--- config.mk ---
export PLATFORM = sky130hd
export DESIGN_NAME = fsp_core
export DESIGN_NICKNAME = d
export VERILOG_FILES = /design/src/design/fsp_pkg.sv /design/src/design/fsp_core.sv /design/src/design/fsp_ptr_step.sv /design/src/design/fsp_hold_bank.sv
export SDC_FILE = /design/constraint.sdc
export NUM_CORES = 2
export LEC_CHECK = 0
export BUFFER_PORTS_ARGS = -buffer_cell sky130_fd_sc_hd__buf_2
export CAP_MARGIN = 15
export CORE_MARGIN = 4
export CORE_UTILIZATION = 42
export CTS_CLUSTER_DIAMETER = 150
export DETAILED_ROUTE_END_ITERATION = 6
export PLACE_DENSITY = 0.68
export SYNTH_ARGS = -nofsm -noshare
export SYNTH_HDL_FRONTEND = slang
export SYNTH_SLANG_ARGS = --single-unit
export TNS_END_PERCENT = 100
--- constraint.sdc ---
create_clock -name clk_sys -period 2.35 [get_ports clk_sys]
set_input_delay 0.1175 -clock clk_sys [delete_from_list [all_inputs] [get_ports clk_sys]]
set_output_delay 0.1175 -clock clk_sys [all_outputs]
set_load 0.05 [all_outputs]
--- src/design/fsp_pkg.sv ---
// shared constants and types of the flash self-program sequencer
// assumes one core clock and a synchronous active-low reset
// Operation
// - three pointer bytes form one 22-bit pointer
// - low 21 bits address memory, top bit config
// - four pointer update modes around each transfer
// - auto update touches low 21 bits only
// - table read uses all 22 bits into latch
// - address lsb picks high or low byte
// - table write stores latch at pointer low bits
// - upper pointer bits select programmed block at start
// - erase uses upper bits, ignores low six
// - erase granule 64 or 128 bytes, never words
// - erase needs space select, permit and erase select
// - cpu stalls until the programming timer ends
// - program granule 64 or 128 bytes only
// - 64 or 128 holding registers, table writes only
// - table writes are short, start launches long write
// - holding registers FFh after reset and programming
// - FFh holding byte leaves array byte alone
// - start bit settable only, hardware clears at end
// - hardware clears erase select after erase
// - abort flag on reset mid-cycle or improper start
// - done flag set at end, software clears it
package fsp_pkg;

    // ********************************
    // sizes and timing
    // ********************************
    localparam int FSP_PTR_W        = 22;
    localparam int FSP_LOW_W        = 21;
    localparam int FSP_HOLD_N       = 64;
    localparam int FSP_CLK_MHZ      = 250;
    localparam int FSP_PROG_TIME_NS = 2000;

    // ********************************
    // register offsets and fields
    // ********************************
    localparam logic [2:0] FSP_A_PTR_LO = 3'h0;
    localparam logic [2:0] FSP_A_PTR_HI = 3'h1;
    localparam logic [2:0] FSP_A_PTR_UP = 3'h2;
    localparam logic [2:0] FSP_A_LATCH  = 3'h3;
    localparam logic [2:0] FSP_A_CTRL   = 3'h4;
    localparam logic [2:0] FSP_A_KEY    = 3'h5;
    localparam logic [2:0] FSP_A_STAT   = 3'h6;
    localparam int FSP_B_SPACE  = 7;
    localparam int FSP_B_CFG    = 6;
    localparam int FSP_B_ERASE  = 4;
    localparam int FSP_B_ABORT  = 3;
    localparam int FSP_B_PERMIT = 2;
    localparam int FSP_B_START  = 1;
    localparam int FSP_B_DONE   = 0;
    localparam int FSP_B_BUSY   = 1;
    localparam logic [7:0] FSP_KEY_FIRST  = 8'h55;
    localparam logic [7:0] FSP_KEY_SECOND = 8'hAA;
    localparam logic [7:0] FSP_HOLD_INIT  = 8'hFF;

    // ********************************
    // types
    // ********************************
    typedef enum logic [1:0] {
        FSP_PTR_KEEP     = 2'h0,
        FSP_PTR_POST_INC = 2'h1,
        FSP_PTR_POST_DEC = 2'h2,
        FSP_PTR_PRE_INC  = 2'h3
    } fsp_ptr_mode_t;

    typedef enum logic [3:0] {
        FSP_ST_IDLE     = 4'h1,
        FSP_ST_RD_ISSUE = 4'h2,
        FSP_ST_RD_CAP   = 4'h4,
        FSP_ST_LONG     = 4'h8
    } fsp_state_t;

    typedef enum logic [2:0] {
        FSP_KEY_IDLE  = 3'h1,
        FSP_KEY_HALF  = 3'h2,
        FSP_KEY_ARMED = 3'h4
    } fsp_key_t;

    typedef struct packed {
        logic          valid;
        logic          write;
        fsp_ptr_mode_t mode;
    } fsp_tbl_req_t;

    typedef struct packed {
        logic                 rd_en;
        logic                 prog_go;
        logic                 erase_go;
        logic [FSP_PTR_W-1:0] addr;
    } fsp_arr_cmd_t;

endpackage

--- src/design/fsp_core.sv ---
// flash self-program sequencer: pointer, latch, key lock, self-timed cycles
// assumes the cpu issues table ops and register accesses on clk_sys and
// the flash array samples its command one edge after it is shown
//
// Chosen here: the plain strobed port and the placing of the registers.
module fsp_core #(
    parameter int HOLD_N       = fsp_pkg::FSP_HOLD_N,
    parameter int PROG_TIME_NS = fsp_pkg::FSP_PROG_TIME_NS
) (
    input  wire logic                          clk_sys,
    input  wire logic                          rst_n,
    input  wire logic                          por_n,
    input  wire logic [2:0]                    bus_addr,
    input  wire logic [7:0]                    bus_wdata,
    input  wire logic                          bus_wr,
    input  wire logic                          bus_rd,
    output logic [7:0]                         bus_rdata,
    input  wire fsp_pkg::fsp_tbl_req_t         tbl_req,
    output logic                               tbl_busy,
    output logic                               cpu_stall,
    output fsp_pkg::fsp_arr_cmd_t              arr_cmd,
    input  wire logic [15:0]                   arr_rdata,
    output logic [HOLD_N-1:0][7:0]             hold_data,
    output logic [HOLD_N-1:0]                  hold_keep,
    output logic                               nvm_done_irq_flag
);
    // ********************************
    // derived sizes
    // ********************************
    localparam int PW       = fsp_pkg::FSP_PTR_W;
    localparam int IDX_W    = $clog2(HOLD_N);
    localparam int PROG_RAW = (PROG_TIME_NS * fsp_pkg::FSP_CLK_MHZ + 999) / 1000;
    localparam int PROG_CYC = (PROG_RAW < 1) ? 1 : PROG_RAW;
    localparam int CNT_W    = $clog2(PROG_CYC + 1);
    localparam logic [PW-1:0] BLK_MASK = ~PW'(HOLD_N - 1);

    typedef struct packed {
        fsp_pkg::fsp_state_t   st;
        fsp_pkg::fsp_key_t     key;
        logic [PW-1:0]         ptr;
        logic [7:0]            latch;
        logic                  byte_sel;
        logic                  space;
        logic                  cfg;
        logic                  erase_sel;
        logic                  permit;
        logic                  start;
        logic                  abort_flag;
        logic                  erase_run;
        logic                  done_flag;
        logic [CNT_W-1:0]      cnt;
        logic [7:0]            rdata;
        fsp_pkg::fsp_arr_cmd_t arr;
        logic                  busy;
        logic                  stall;
    } fsp_core_t;

    localparam fsp_core_t CORE_RST = '{
        st:         fsp_pkg::FSP_ST_IDLE,
        key:        fsp_pkg::FSP_KEY_IDLE,
        ptr:        '0,
        latch:      8'h00,
        byte_sel:   1'b0,
        space:      1'b0,
        cfg:        1'b0,
        erase_sel:  1'b0,
        permit:     1'b0,
        start:      1'b0,
        abort_flag: 1'b0,
        erase_run:  1'b0,
        done_flag:  1'b0,
        cnt:        '0,
        rdata:      8'h00,
        arr:        '0,
        busy:       1'b0,
        stall:      1'b0
    };

    fsp_core_t                 s;
    fsp_core_t                 next_s;
    logic [PW-1:0]             step_eff;
    logic [PW-1:0]             step_ptr;
    logic                      bank_wr;
    logic                      bank_clr;
    logic                      launch_ok;
    logic                      keep_abort;

    // ********************************
    // pointer update and holding bank
    // ********************************
    fsp_ptr_step u_step (
        .ptr      (s.ptr),
        .mode     (tbl_req.mode),
        .eff      (step_eff),
        .next_ptr (step_ptr)
    );

    fsp_hold_bank #(
        .HOLD_N (HOLD_N)
    ) u_bank (
        .clk_sys   (clk_sys),
        .rst_n     (rst_n),
        .wr_en     (bank_wr),
        .wr_idx    (step_eff[IDX_W-1:0]),
        .wr_data   (s.latch),
        .clr       (bank_clr),
        .hold_data (hold_data),
        .hold_keep (hold_keep)
    );

    // ********************************
    // next-state logic
    // ********************************
    // only program space is handled here; a start with the key armed but a
    // bad mode counts as an improper attempt and is refused
    assign launch_ok = (s.key == fsp_pkg::FSP_KEY_ARMED) && bus_wdata[fsp_pkg::FSP_B_PERMIT]
                       && bus_wdata[fsp_pkg::FSP_B_SPACE] && !bus_wdata[fsp_pkg::FSP_B_CFG]
                       && (s.st == fsp_pkg::FSP_ST_IDLE);

    always_comb begin
        next_s            = s;
        next_s.arr.rd_en  = 1'b0;
        next_s.arr.prog_go  = 1'b0;
        next_s.arr.erase_go = 1'b0;
        next_s.rdata      = 8'h00;
        bank_wr           = 1'b0;
        bank_clr          = 1'b0;
        keep_abort        = 1'b0;

        if (bus_rd) begin
            case (bus_addr)
                fsp_pkg::FSP_A_PTR_LO: next_s.rdata = s.ptr[7:0];
                fsp_pkg::FSP_A_PTR_HI: next_s.rdata = s.ptr[15:8];
                fsp_pkg::FSP_A_PTR_UP: next_s.rdata = {2'h0, s.ptr[PW-1:16]};
                fsp_pkg::FSP_A_LATCH:  next_s.rdata = s.latch;
                fsp_pkg::FSP_A_CTRL: begin
                    next_s.rdata = {s.space, s.cfg, 1'b0, s.erase_sel,
                                    s.abort_flag, s.permit, s.start, 1'b0};
                end
                fsp_pkg::FSP_A_STAT:   next_s.rdata = {6'h00, s.busy, s.done_flag};
                default:               next_s.rdata = 8'h00;
            endcase
        end

        if (bus_wr) begin
            // any other write between the keys and the start breaks the unlock
            if (bus_addr != fsp_pkg::FSP_A_KEY) begin
                next_s.key = fsp_pkg::FSP_KEY_IDLE;
            end
            case (bus_addr)
                fsp_pkg::FSP_A_PTR_LO: next_s.ptr[7:0]    = bus_wdata;
                fsp_pkg::FSP_A_PTR_HI: next_s.ptr[15:8]   = bus_wdata;
                fsp_pkg::FSP_A_PTR_UP: next_s.ptr[PW-1:16] = bus_wdata[5:0];
                fsp_pkg::FSP_A_LATCH:  next_s.latch       = bus_wdata;
                fsp_pkg::FSP_A_KEY: begin
                    if (bus_wdata == fsp_pkg::FSP_KEY_FIRST) begin
                        next_s.key = fsp_pkg::FSP_KEY_HALF;
                    end else if ((bus_wdata == fsp_pkg::FSP_KEY_SECOND)
                                 && (s.key == fsp_pkg::FSP_KEY_HALF)) begin
                        next_s.key = fsp_pkg::FSP_KEY_ARMED;
                    end else begin
                        next_s.key = fsp_pkg::FSP_KEY_IDLE;
                    end
                end
                fsp_pkg::FSP_A_STAT: begin
                    if (bus_wdata[fsp_pkg::FSP_B_DONE]) begin
                        next_s.done_flag = 1'b0;
                    end
                end
                fsp_pkg::FSP_A_CTRL: begin
                    if (s.st != fsp_pkg::FSP_ST_LONG) begin
                        next_s.space     = bus_wdata[fsp_pkg::FSP_B_SPACE];
                        next_s.cfg       = bus_wdata[fsp_pkg::FSP_B_CFG];
                        next_s.erase_sel = bus_wdata[fsp_pkg::FSP_B_ERASE];
                        next_s.permit    = bus_wdata[fsp_pkg::FSP_B_PERMIT];
                        // writing zero to start never clears it
                        if (bus_wdata[fsp_pkg::FSP_B_START] && !s.start) begin
                            if (launch_ok) begin
                                next_s.start      = 1'b1;
                                next_s.abort_flag = 1'b1;
                                next_s.st         = fsp_pkg::FSP_ST_LONG;
                                next_s.stall      = 1'b1;
                                next_s.busy       = 1'b1;
                                next_s.cnt        = CNT_W'(PROG_CYC - 1);
                                next_s.arr.addr   = s.ptr & BLK_MASK;
                                if (bus_wdata[fsp_pkg::FSP_B_ERASE]) begin
                                    next_s.erase_run    = 1'b1;
                                    next_s.arr.erase_go = 1'b1;
                                end else begin
                                    next_s.erase_run   = 1'b0;
                                    next_s.arr.prog_go = 1'b1;
                                end
                            end else begin
                                next_s.start      = 1'b0;
                                next_s.abort_flag = 1'b1;
                            end
                        end
                    end
                end
                default: begin
                end
            endcase
        end

        case (s.st)
            fsp_pkg::FSP_ST_IDLE: begin
                if (tbl_req.valid) begin
                    next_s.ptr = step_ptr;
                    if (tbl_req.write) begin
                        bank_wr = 1'b1;
                    end else begin
                        next_s.arr.rd_en = 1'b1;
                        next_s.arr.addr  = step_eff;
                        next_s.byte_sel  = step_eff[0];
                        next_s.st        = fsp_pkg::FSP_ST_RD_ISSUE;
                        next_s.busy      = 1'b1;
                    end
                end
            end
            fsp_pkg::FSP_ST_RD_ISSUE: begin
                next_s.st = fsp_pkg::FSP_ST_RD_CAP;
            end
            fsp_pkg::FSP_ST_RD_CAP: begin
                next_s.latch = s.byte_sel ? arr_rdata[15:8] : arr_rdata[7:0];
                next_s.st    = fsp_pkg::FSP_ST_IDLE;
                next_s.busy  = 1'b0;
            end
            fsp_pkg::FSP_ST_LONG: begin
                if (s.cnt == '0) begin
                    next_s.st         = fsp_pkg::FSP_ST_IDLE;
                    next_s.start      = 1'b0;
                    next_s.stall      = 1'b0;
                    next_s.busy       = 1'b0;
                    next_s.abort_flag = 1'b0;
                    next_s.done_flag  = 1'b1;
                    next_s.erase_run  = 1'b0;
                    if (s.erase_run) begin
                        next_s.erase_sel = 1'b0;
                    end else begin
                        bank_clr = 1'b1;
                    end
                end else begin
                    next_s.cnt = s.cnt - CNT_W'(1);
                end
            end
            default: begin
                next_s.st = fsp_pkg::FSP_ST_IDLE;
            end
        endcase

        // a warm reset in the middle of a cycle leaves the abort flag up;
        // only the power-on reset or the end of a later finished cycle clears it
        if (!rst_n || !por_n) begin
            keep_abort        = (s.abort_flag || (s.st == fsp_pkg::FSP_ST_LONG)) && por_n;
            next_s            = CORE_RST;
            next_s.abort_flag = keep_abort;
        end
    end

    always_ff @(posedge clk_sys) begin
        s <= next_s;
    end

    assign bus_rdata         = s.rdata;
    assign tbl_busy          = s.busy;
    assign cpu_stall         = s.stall;
    assign arr_cmd           = s.arr;
    assign nvm_done_irq_flag = s.done_flag;

    logic tbl_take;
    logic ptr_wr;
    assign tbl_take = (s.st == fsp_pkg::FSP_ST_IDLE) && tbl_req.valid;
    assign ptr_wr   = bus_wr && (bus_addr inside {fsp_pkg::FSP_A_PTR_LO,
                      fsp_pkg::FSP_A_PTR_HI, fsp_pkg::FSP_A_PTR_UP});

    // counts stall cycles; a cycle cut by reset is left out by the past reset term
    logic [CNT_W:0] stall_len;
    always_ff @(posedge clk_sys) begin
        stall_len <= cpu_stall ? stall_len + 1'b1 : '0;
    end
endmodule

--- src/design/fsp_ptr_step.sv ---
// pointer update unit: effective address and updated pointer
// purely combinational, fed from the pointer flops of the core
module fsp_ptr_step (
    input  wire logic [fsp_pkg::FSP_PTR_W-1:0] ptr,
    input  wire fsp_pkg::fsp_ptr_mode_t        mode,
    output logic [fsp_pkg::FSP_PTR_W-1:0]      eff,
    output logic [fsp_pkg::FSP_PTR_W-1:0]      next_ptr
);
    localparam int LW = fsp_pkg::FSP_LOW_W;

    logic [LW-1:0] low_inc;
    logic [LW-1:0] low_dec;

    // low part wraps on its own, the space bit never moves
    assign low_inc = ptr[LW-1:0] + LW'(1);
    assign low_dec = ptr[LW-1:0] - LW'(1);

    always_comb begin
        eff      = ptr;
        next_ptr = ptr;
        case (mode)
            fsp_pkg::FSP_PTR_KEEP: begin
                next_ptr = ptr;
            end
            fsp_pkg::FSP_PTR_POST_INC: begin
                next_ptr = {ptr[LW], low_inc};
            end
            fsp_pkg::FSP_PTR_POST_DEC: begin
                next_ptr = {ptr[LW], low_dec};
            end
            fsp_pkg::FSP_PTR_PRE_INC: begin
                next_ptr = {ptr[LW], low_inc};
                eff      = {ptr[LW], low_inc};
            end
            default: begin
                next_ptr = ptr;
            end
        endcase
    end
endmodule

--- src/design/fsp_hold_bank.sv ---
// bank of holding registers loaded by table writes
// clr is a one-cycle pulse from the core after a finished programming cycle
module fsp_hold_bank #(
    parameter int HOLD_N = fsp_pkg::FSP_HOLD_N,
    parameter int IDX_W  = $clog2(HOLD_N)
) (
    input  wire logic                   clk_sys,
    input  wire logic                   rst_n,
    input  wire logic                   wr_en,
    input  wire logic [IDX_W-1:0]       wr_idx,
    input  wire logic [7:0]             wr_data,
    input  wire logic                   clr,
    output logic [HOLD_N-1:0][7:0]      hold_data,
    output logic [HOLD_N-1:0]           hold_keep
);
    typedef struct packed {
        logic [HOLD_N-1:0][7:0] bytes;
        logic [HOLD_N-1:0]      keep;
    } fsp_bank_t;

    fsp_bank_t s;
    fsp_bank_t next_s;

    always_comb begin
        next_s = s;
        for (int i = 0; i < HOLD_N; i++) begin
            if (!rst_n || clr) begin
                next_s.bytes[i] = fsp_pkg::FSP_HOLD_INIT;
                next_s.keep[i]  = 1'b1;
            end else if (wr_en && (wr_idx == IDX_W'(i))) begin
                next_s.bytes[i] = wr_data;
                // an erased-value byte tells the array to leave that byte alone
                next_s.keep[i]  = (wr_data == fsp_pkg::FSP_HOLD_INIT);
            end
        end
    end

    always_ff @(posedge clk_sys) begin
        s <= next_s;
    end

    assign hold_data = s.bytes;
    assign hold_keep = s.keep;
endmodule

==> impl_metrics.py <==
metrics = {
    "drt": {
        "vias": 24401,
        "first_pass_iters": 5,
        "post-route-drc-count": 0,
        "postRouteAntennaNets": 0,
        "drtIter0Drc": 1844,
        "wl_per_cell_um": 22.5,
        "routed_wl_um": 97000,
        "avgViaCountPerCell": 5.65,
    },
    "logic_synthesis": {
        "syn_inst": 2766,
        "yosys_most_used_dff": "dfxtp_1",
        "async_reset_ff_share_pct": 0,
        "synth.top_cell.area_share_pct": 53.4,
        "synth.area.top_cells": "dfxtp_1 (53%), a21oi_1 (13%), nor3_1 (12%), clkbuf_1 (2.6%), nor3_2 (1.8%)",
        "ys_seq_area_share_pct": 53.4,
        "synthesis.nets": 2805,
        "yosys_warnings": 0,
        "synth_area_mm2": 0.0250,
        "ys_ff_latch": 666,
        "synth-edff-count": 0,
        "ys_types": 80,
        "synth_top_area_cell": "dfxtp_1",
        "avgSynthCellArea_um2": 9.02,
    },
    "die": {
        "core_mm2": 0.0589,
        "die_h_um": 252,
        "die_w_um": 252,
        "initial_utilization_pct": 42.4,
        "io_pins": 648,
        "dieArea_mm2": 0.0634,
        "rows": 89,
    },
    "global_routing": {
        "grt_use_met3_pct": 5.71,
        "grt_pass1_vias": 21937,
        "grt-busiest-layer": "met2",
        "grt_use_met1_pct": 35.7,
        "antenna_found_initial": 1,
        "track_usage_pct": 27.5,
        "grt_max_degree": 87,
        "grt_pass1_wl_um": 136000,
        "grt-ovfl-total": 0,
        "use_met2_pct": 44.2,
    },
    "clocking": {
        "insertion_delay_ps": 620,
        "cts.clk_slew.worst_paths_ps": 70,
        "ctsRootBufferMaster": "clkbuf_16",
        "htreeDepth": 3,
        "cts_buffers": 69,
        "clockBufferDepth": 3,
        "cts_tree": "done",
        "clock-sinks": 666,
    },
    "power": {
        "p_leak_nw": 12.9,
        "vdd_drop_max_v": 0.000549,
        "p_total_mw": 24.2,
        "power_density_mw_per_mm2": 685,
    },
    "worst_setup_path": {
        "path_cells": "or4b_4 -> nor2_8 -> nand4_4 -> buf_12 -> nor3_4 -> buf_6 -> buf_12 -> nor3_2 -> a21oi_1",
        "crit_buf_inv": 3,
        "reg2reg_slack_ps": 2,
        "r2r.worst_path.cells": 9,
        "r2r-start": "s[88]$_SDFF_PN0_",
        "timing.critical_path.mode_cell": "buf_12",
        "start_kind": "flop",
        "max_stage_delay_ps": 590,
        "crit_path_end_kind": "flop",
        "crit_arrival_ps": 2870,
        "required_ps": 2880,
        "r2r_end": "u_bank.hold_data[472]$_SDFFE_PP1P_",
        "cp_max_fo": 8,
        "crit_path_top_delay_cell": "or4b_4",
        "criticalPathCategory": "reg -> reg",
        "path_delay_family": "simple AND/OR/NAND/NOR gates",
    },
    "layout": {
        "areaGrowthSynthToFinish_pct": 41.7,
        "seqCellArea_mm2": 0.0134,
        "nNetsFinal": 3533,
        "multi_input_area_mm2": 0.0114,
        "final_area_mm2": 0.0354,
        "fillCellCount": 4999,
        "final_core_utilization_pct": 60.0,
        "drive_gt1_share_pct": 37.3,
        "antenna_cells": 0,
    },
    "timing": {
        "fmax_ghz": 0.426,
        "drv_slew": 0,
        "fin_crit_sh_pct": 99.9,
        "finalHoldViolCount": 0,
        "rsz0062_at_grt": "true",
        "skew_ps": 25.0,
        "slew_headroom_pct": 50.1,
        "min_period_ps": 2350,
        "setup_viol": 0,
        "worstMarginPinSlew_ps": 748,
        "whs_ps": 30.2,
    },
    "placed_design": {
        "io_buffers": 647,
        "routabilityCongestion": 0.960,
        "dp_hpwl_um": 63800,
        "detailed_place.area_mm2": 0.0317,
    },
    "min_path": {
        "hold_class": "in -> reg",
        "min_path_cells": 4,
        "min_from": "arr_rdata[5]",
        "hold_end": "s[58]$_SDFFE_PN0P_",
    },
    "run": {
        "maxCapViolations": 0,
    },
    "status": {
        "outcome": "finished, final reports clean",
    },
}
layout make-up:
| type | count | area share, % |
|---|---|---|
| Tap cell | 773 | 2.73 |
| Timing Repair Buffer | 952 | 20.8 |
| Clock buffer | 96 | 5.60 |
| Clock inverter | 26 | 0.750 |
| Inverter | 16 | 0.170 |
| Multi-Input combinational cell | 1789 | 32.2 |
| Sequential cell | 666 | 37.7 |
timing repair:
action | CTS | global route
pin swaps | 1 | 16
hold buffers | 28 | 0
setup endpoints to repair | 33 | 574
resized for setup | 1 | 99
hold endpoints to repair | 31 | 0
gates cloned | 0 | 18
setup buffers | 2 | 29
per-stage QoR:
step,cells,setup TNS (ps),worst slack [ps]
floorplan,2766,-22580,-131
global placement,4119,0,8.01
detailed placement,4119,-21.7,-13.4
CTS,4271,0,5.34
global route,4318,-1750,-112
finish,4318,0,1.86
synth_stat cells (4+ instances only):
master and number:
a211oi_1 28, a21o_1 7, a21oi_1 632, a22oi_1 8, a311oi_1 5, a31oi_1 11
and2_1 4, and3_1 8, buf_1 5, buf_2 49, buf_4 52, buf_6 15
clkbuf_1 173, dfxtp_1 666, inv_1 15, mux2i_1 24, mux4_2 5, nand2_1 66
nand2b_1 9, nand3_1 33, nand4_1 15, nor2_1 83, nor2b_1 19, nor3_1 609
nor3_2 44, nor3_4 20, nor4_1 9, o211ai_1 4, o21a_1 6, o21ai_0 39
o31ai_1 4, or3_1 12, or4_1 5, xnor2_1 5
worst max path at each step:
stage | start | end | cells after the start
floorplan | s[61]$_SDFFE_PN0P_ | u_bank.hold_data[102]$_SDFFE_PP1P_ | 10
global placement | s[66]$_SDFFE_PN0P_ | s[77]$_SDFFE_PN0P_ | 9
detailed placement | s[61]$_SDFFE_PN0P_ | u_bank.hold_data[301]$_SDFFE_PP1P_ | 9
CTS | s[89]$_SDFF_PN0_ | u_bank.hold_data[136]$_SDFFE_PP1P_ | 9
global route | s[88]$_SDFF_PN0_ | u_bank.hold_data[477]$_SDFFE_PP1P_ | 9
finish | s[88]$_SDFF_PN0_ | u_bank.hold_data[472]$_SDFFE_PP1P_ | 9
cells by family (layout without fill, tap and decap cells):
group	count (synthesis)	after routing	synth area share, %
flip-flops	666	666	53.4
multiplexers	32	32	1.55
buffers and inverters	311	1090	6.20
XOR/XNOR	5	5	0.175
AND/OR/NAND/NOR	968	968	21.6
AO/OA/AOI/OAI	781	781	16.9
adder cells (fa/ha/maj)	3	3	0.150
power by group:
part | switching (mW) | internal (mW) | leakage [nW]
registers | 0.0535 | 11.4 | 5.40
clock network | 4.68 | 6.18 | 1.10
logic | 1.33 | 0.644 | 6.42
worst register-to-register path: stages, from the launching register on:
cell and delay (ps):
dfxtp_4 370, or4b_4 590, nor2_8 210, nand4_4 180
buf_12 230, nor3_4 240, buf_6 150, buf_12 130
nor3_2 50, a21oi_1 140
layer usage:
metal  vias up  routed length [um]
li1      11502                   -
met1     11517               39300
met2      1125               45300
met3       255                7740
met4         2                4680
met5         -                  14
sequential cells by signal, summed over array words and instances, names as in the netlist:
register           count
cpu_stall              1
bus_rdata              8
nvm_done_irq_flag      1
tbl_busy               1
u_bank.hold_keep      64
arr_cmd               25
s                     54
u_bank.hold_data     512
cells in the final DEF (no fill, tap or decap), types with 5 or more instances in the layout:
| cell type | n |
|---|---|
| clkinv_2 | 15 |
| nand2b_1 | 9 |
| buf_16 | 8 |
| a21oi_1 | 533 |
| clkbuf_8 | 9 |
| nor3_1 | 546 |
| nand4_1 | 15 |
| buf_2 | 647 |
| clkbuf_1 | 15 |
| a22oi_1 | 8 |
| dfxtp_2 | 5 |
| a21o_1 | 6 |
| a211oi_1 | 27 |
| buf_4 | 134 |
| inv_1 | 15 |
| nor3_4 | 70 |
| o21ai_0 | 38 |
| o21a_1 | 6 |
| nor2b_1 | 18 |
| mux2i_1 | 23 |
| nand2_1 | 64 |
| dfxtp_1 | 658 |
| mux4_2 | 5 |
| nor3_2 | 57 |
| nor4_1 | 8 |
| a311oi_1 | 5 |
| clkbuf_16 | 87 |
| a21oi_2 | 99 |
| nor2_4 | 9 |
| dlygate4sd3_1 | 28 |
| a31oi_1 | 11 |
| buf_12 | 103 |
| nand3_1 | 30 |
| buf_6 | 16 |
| and3_1 | 8 |
| or3_1 | 10 |
| nor2_1 | 74 |
No activity file was read; power rests on OpenSTA's default activity.
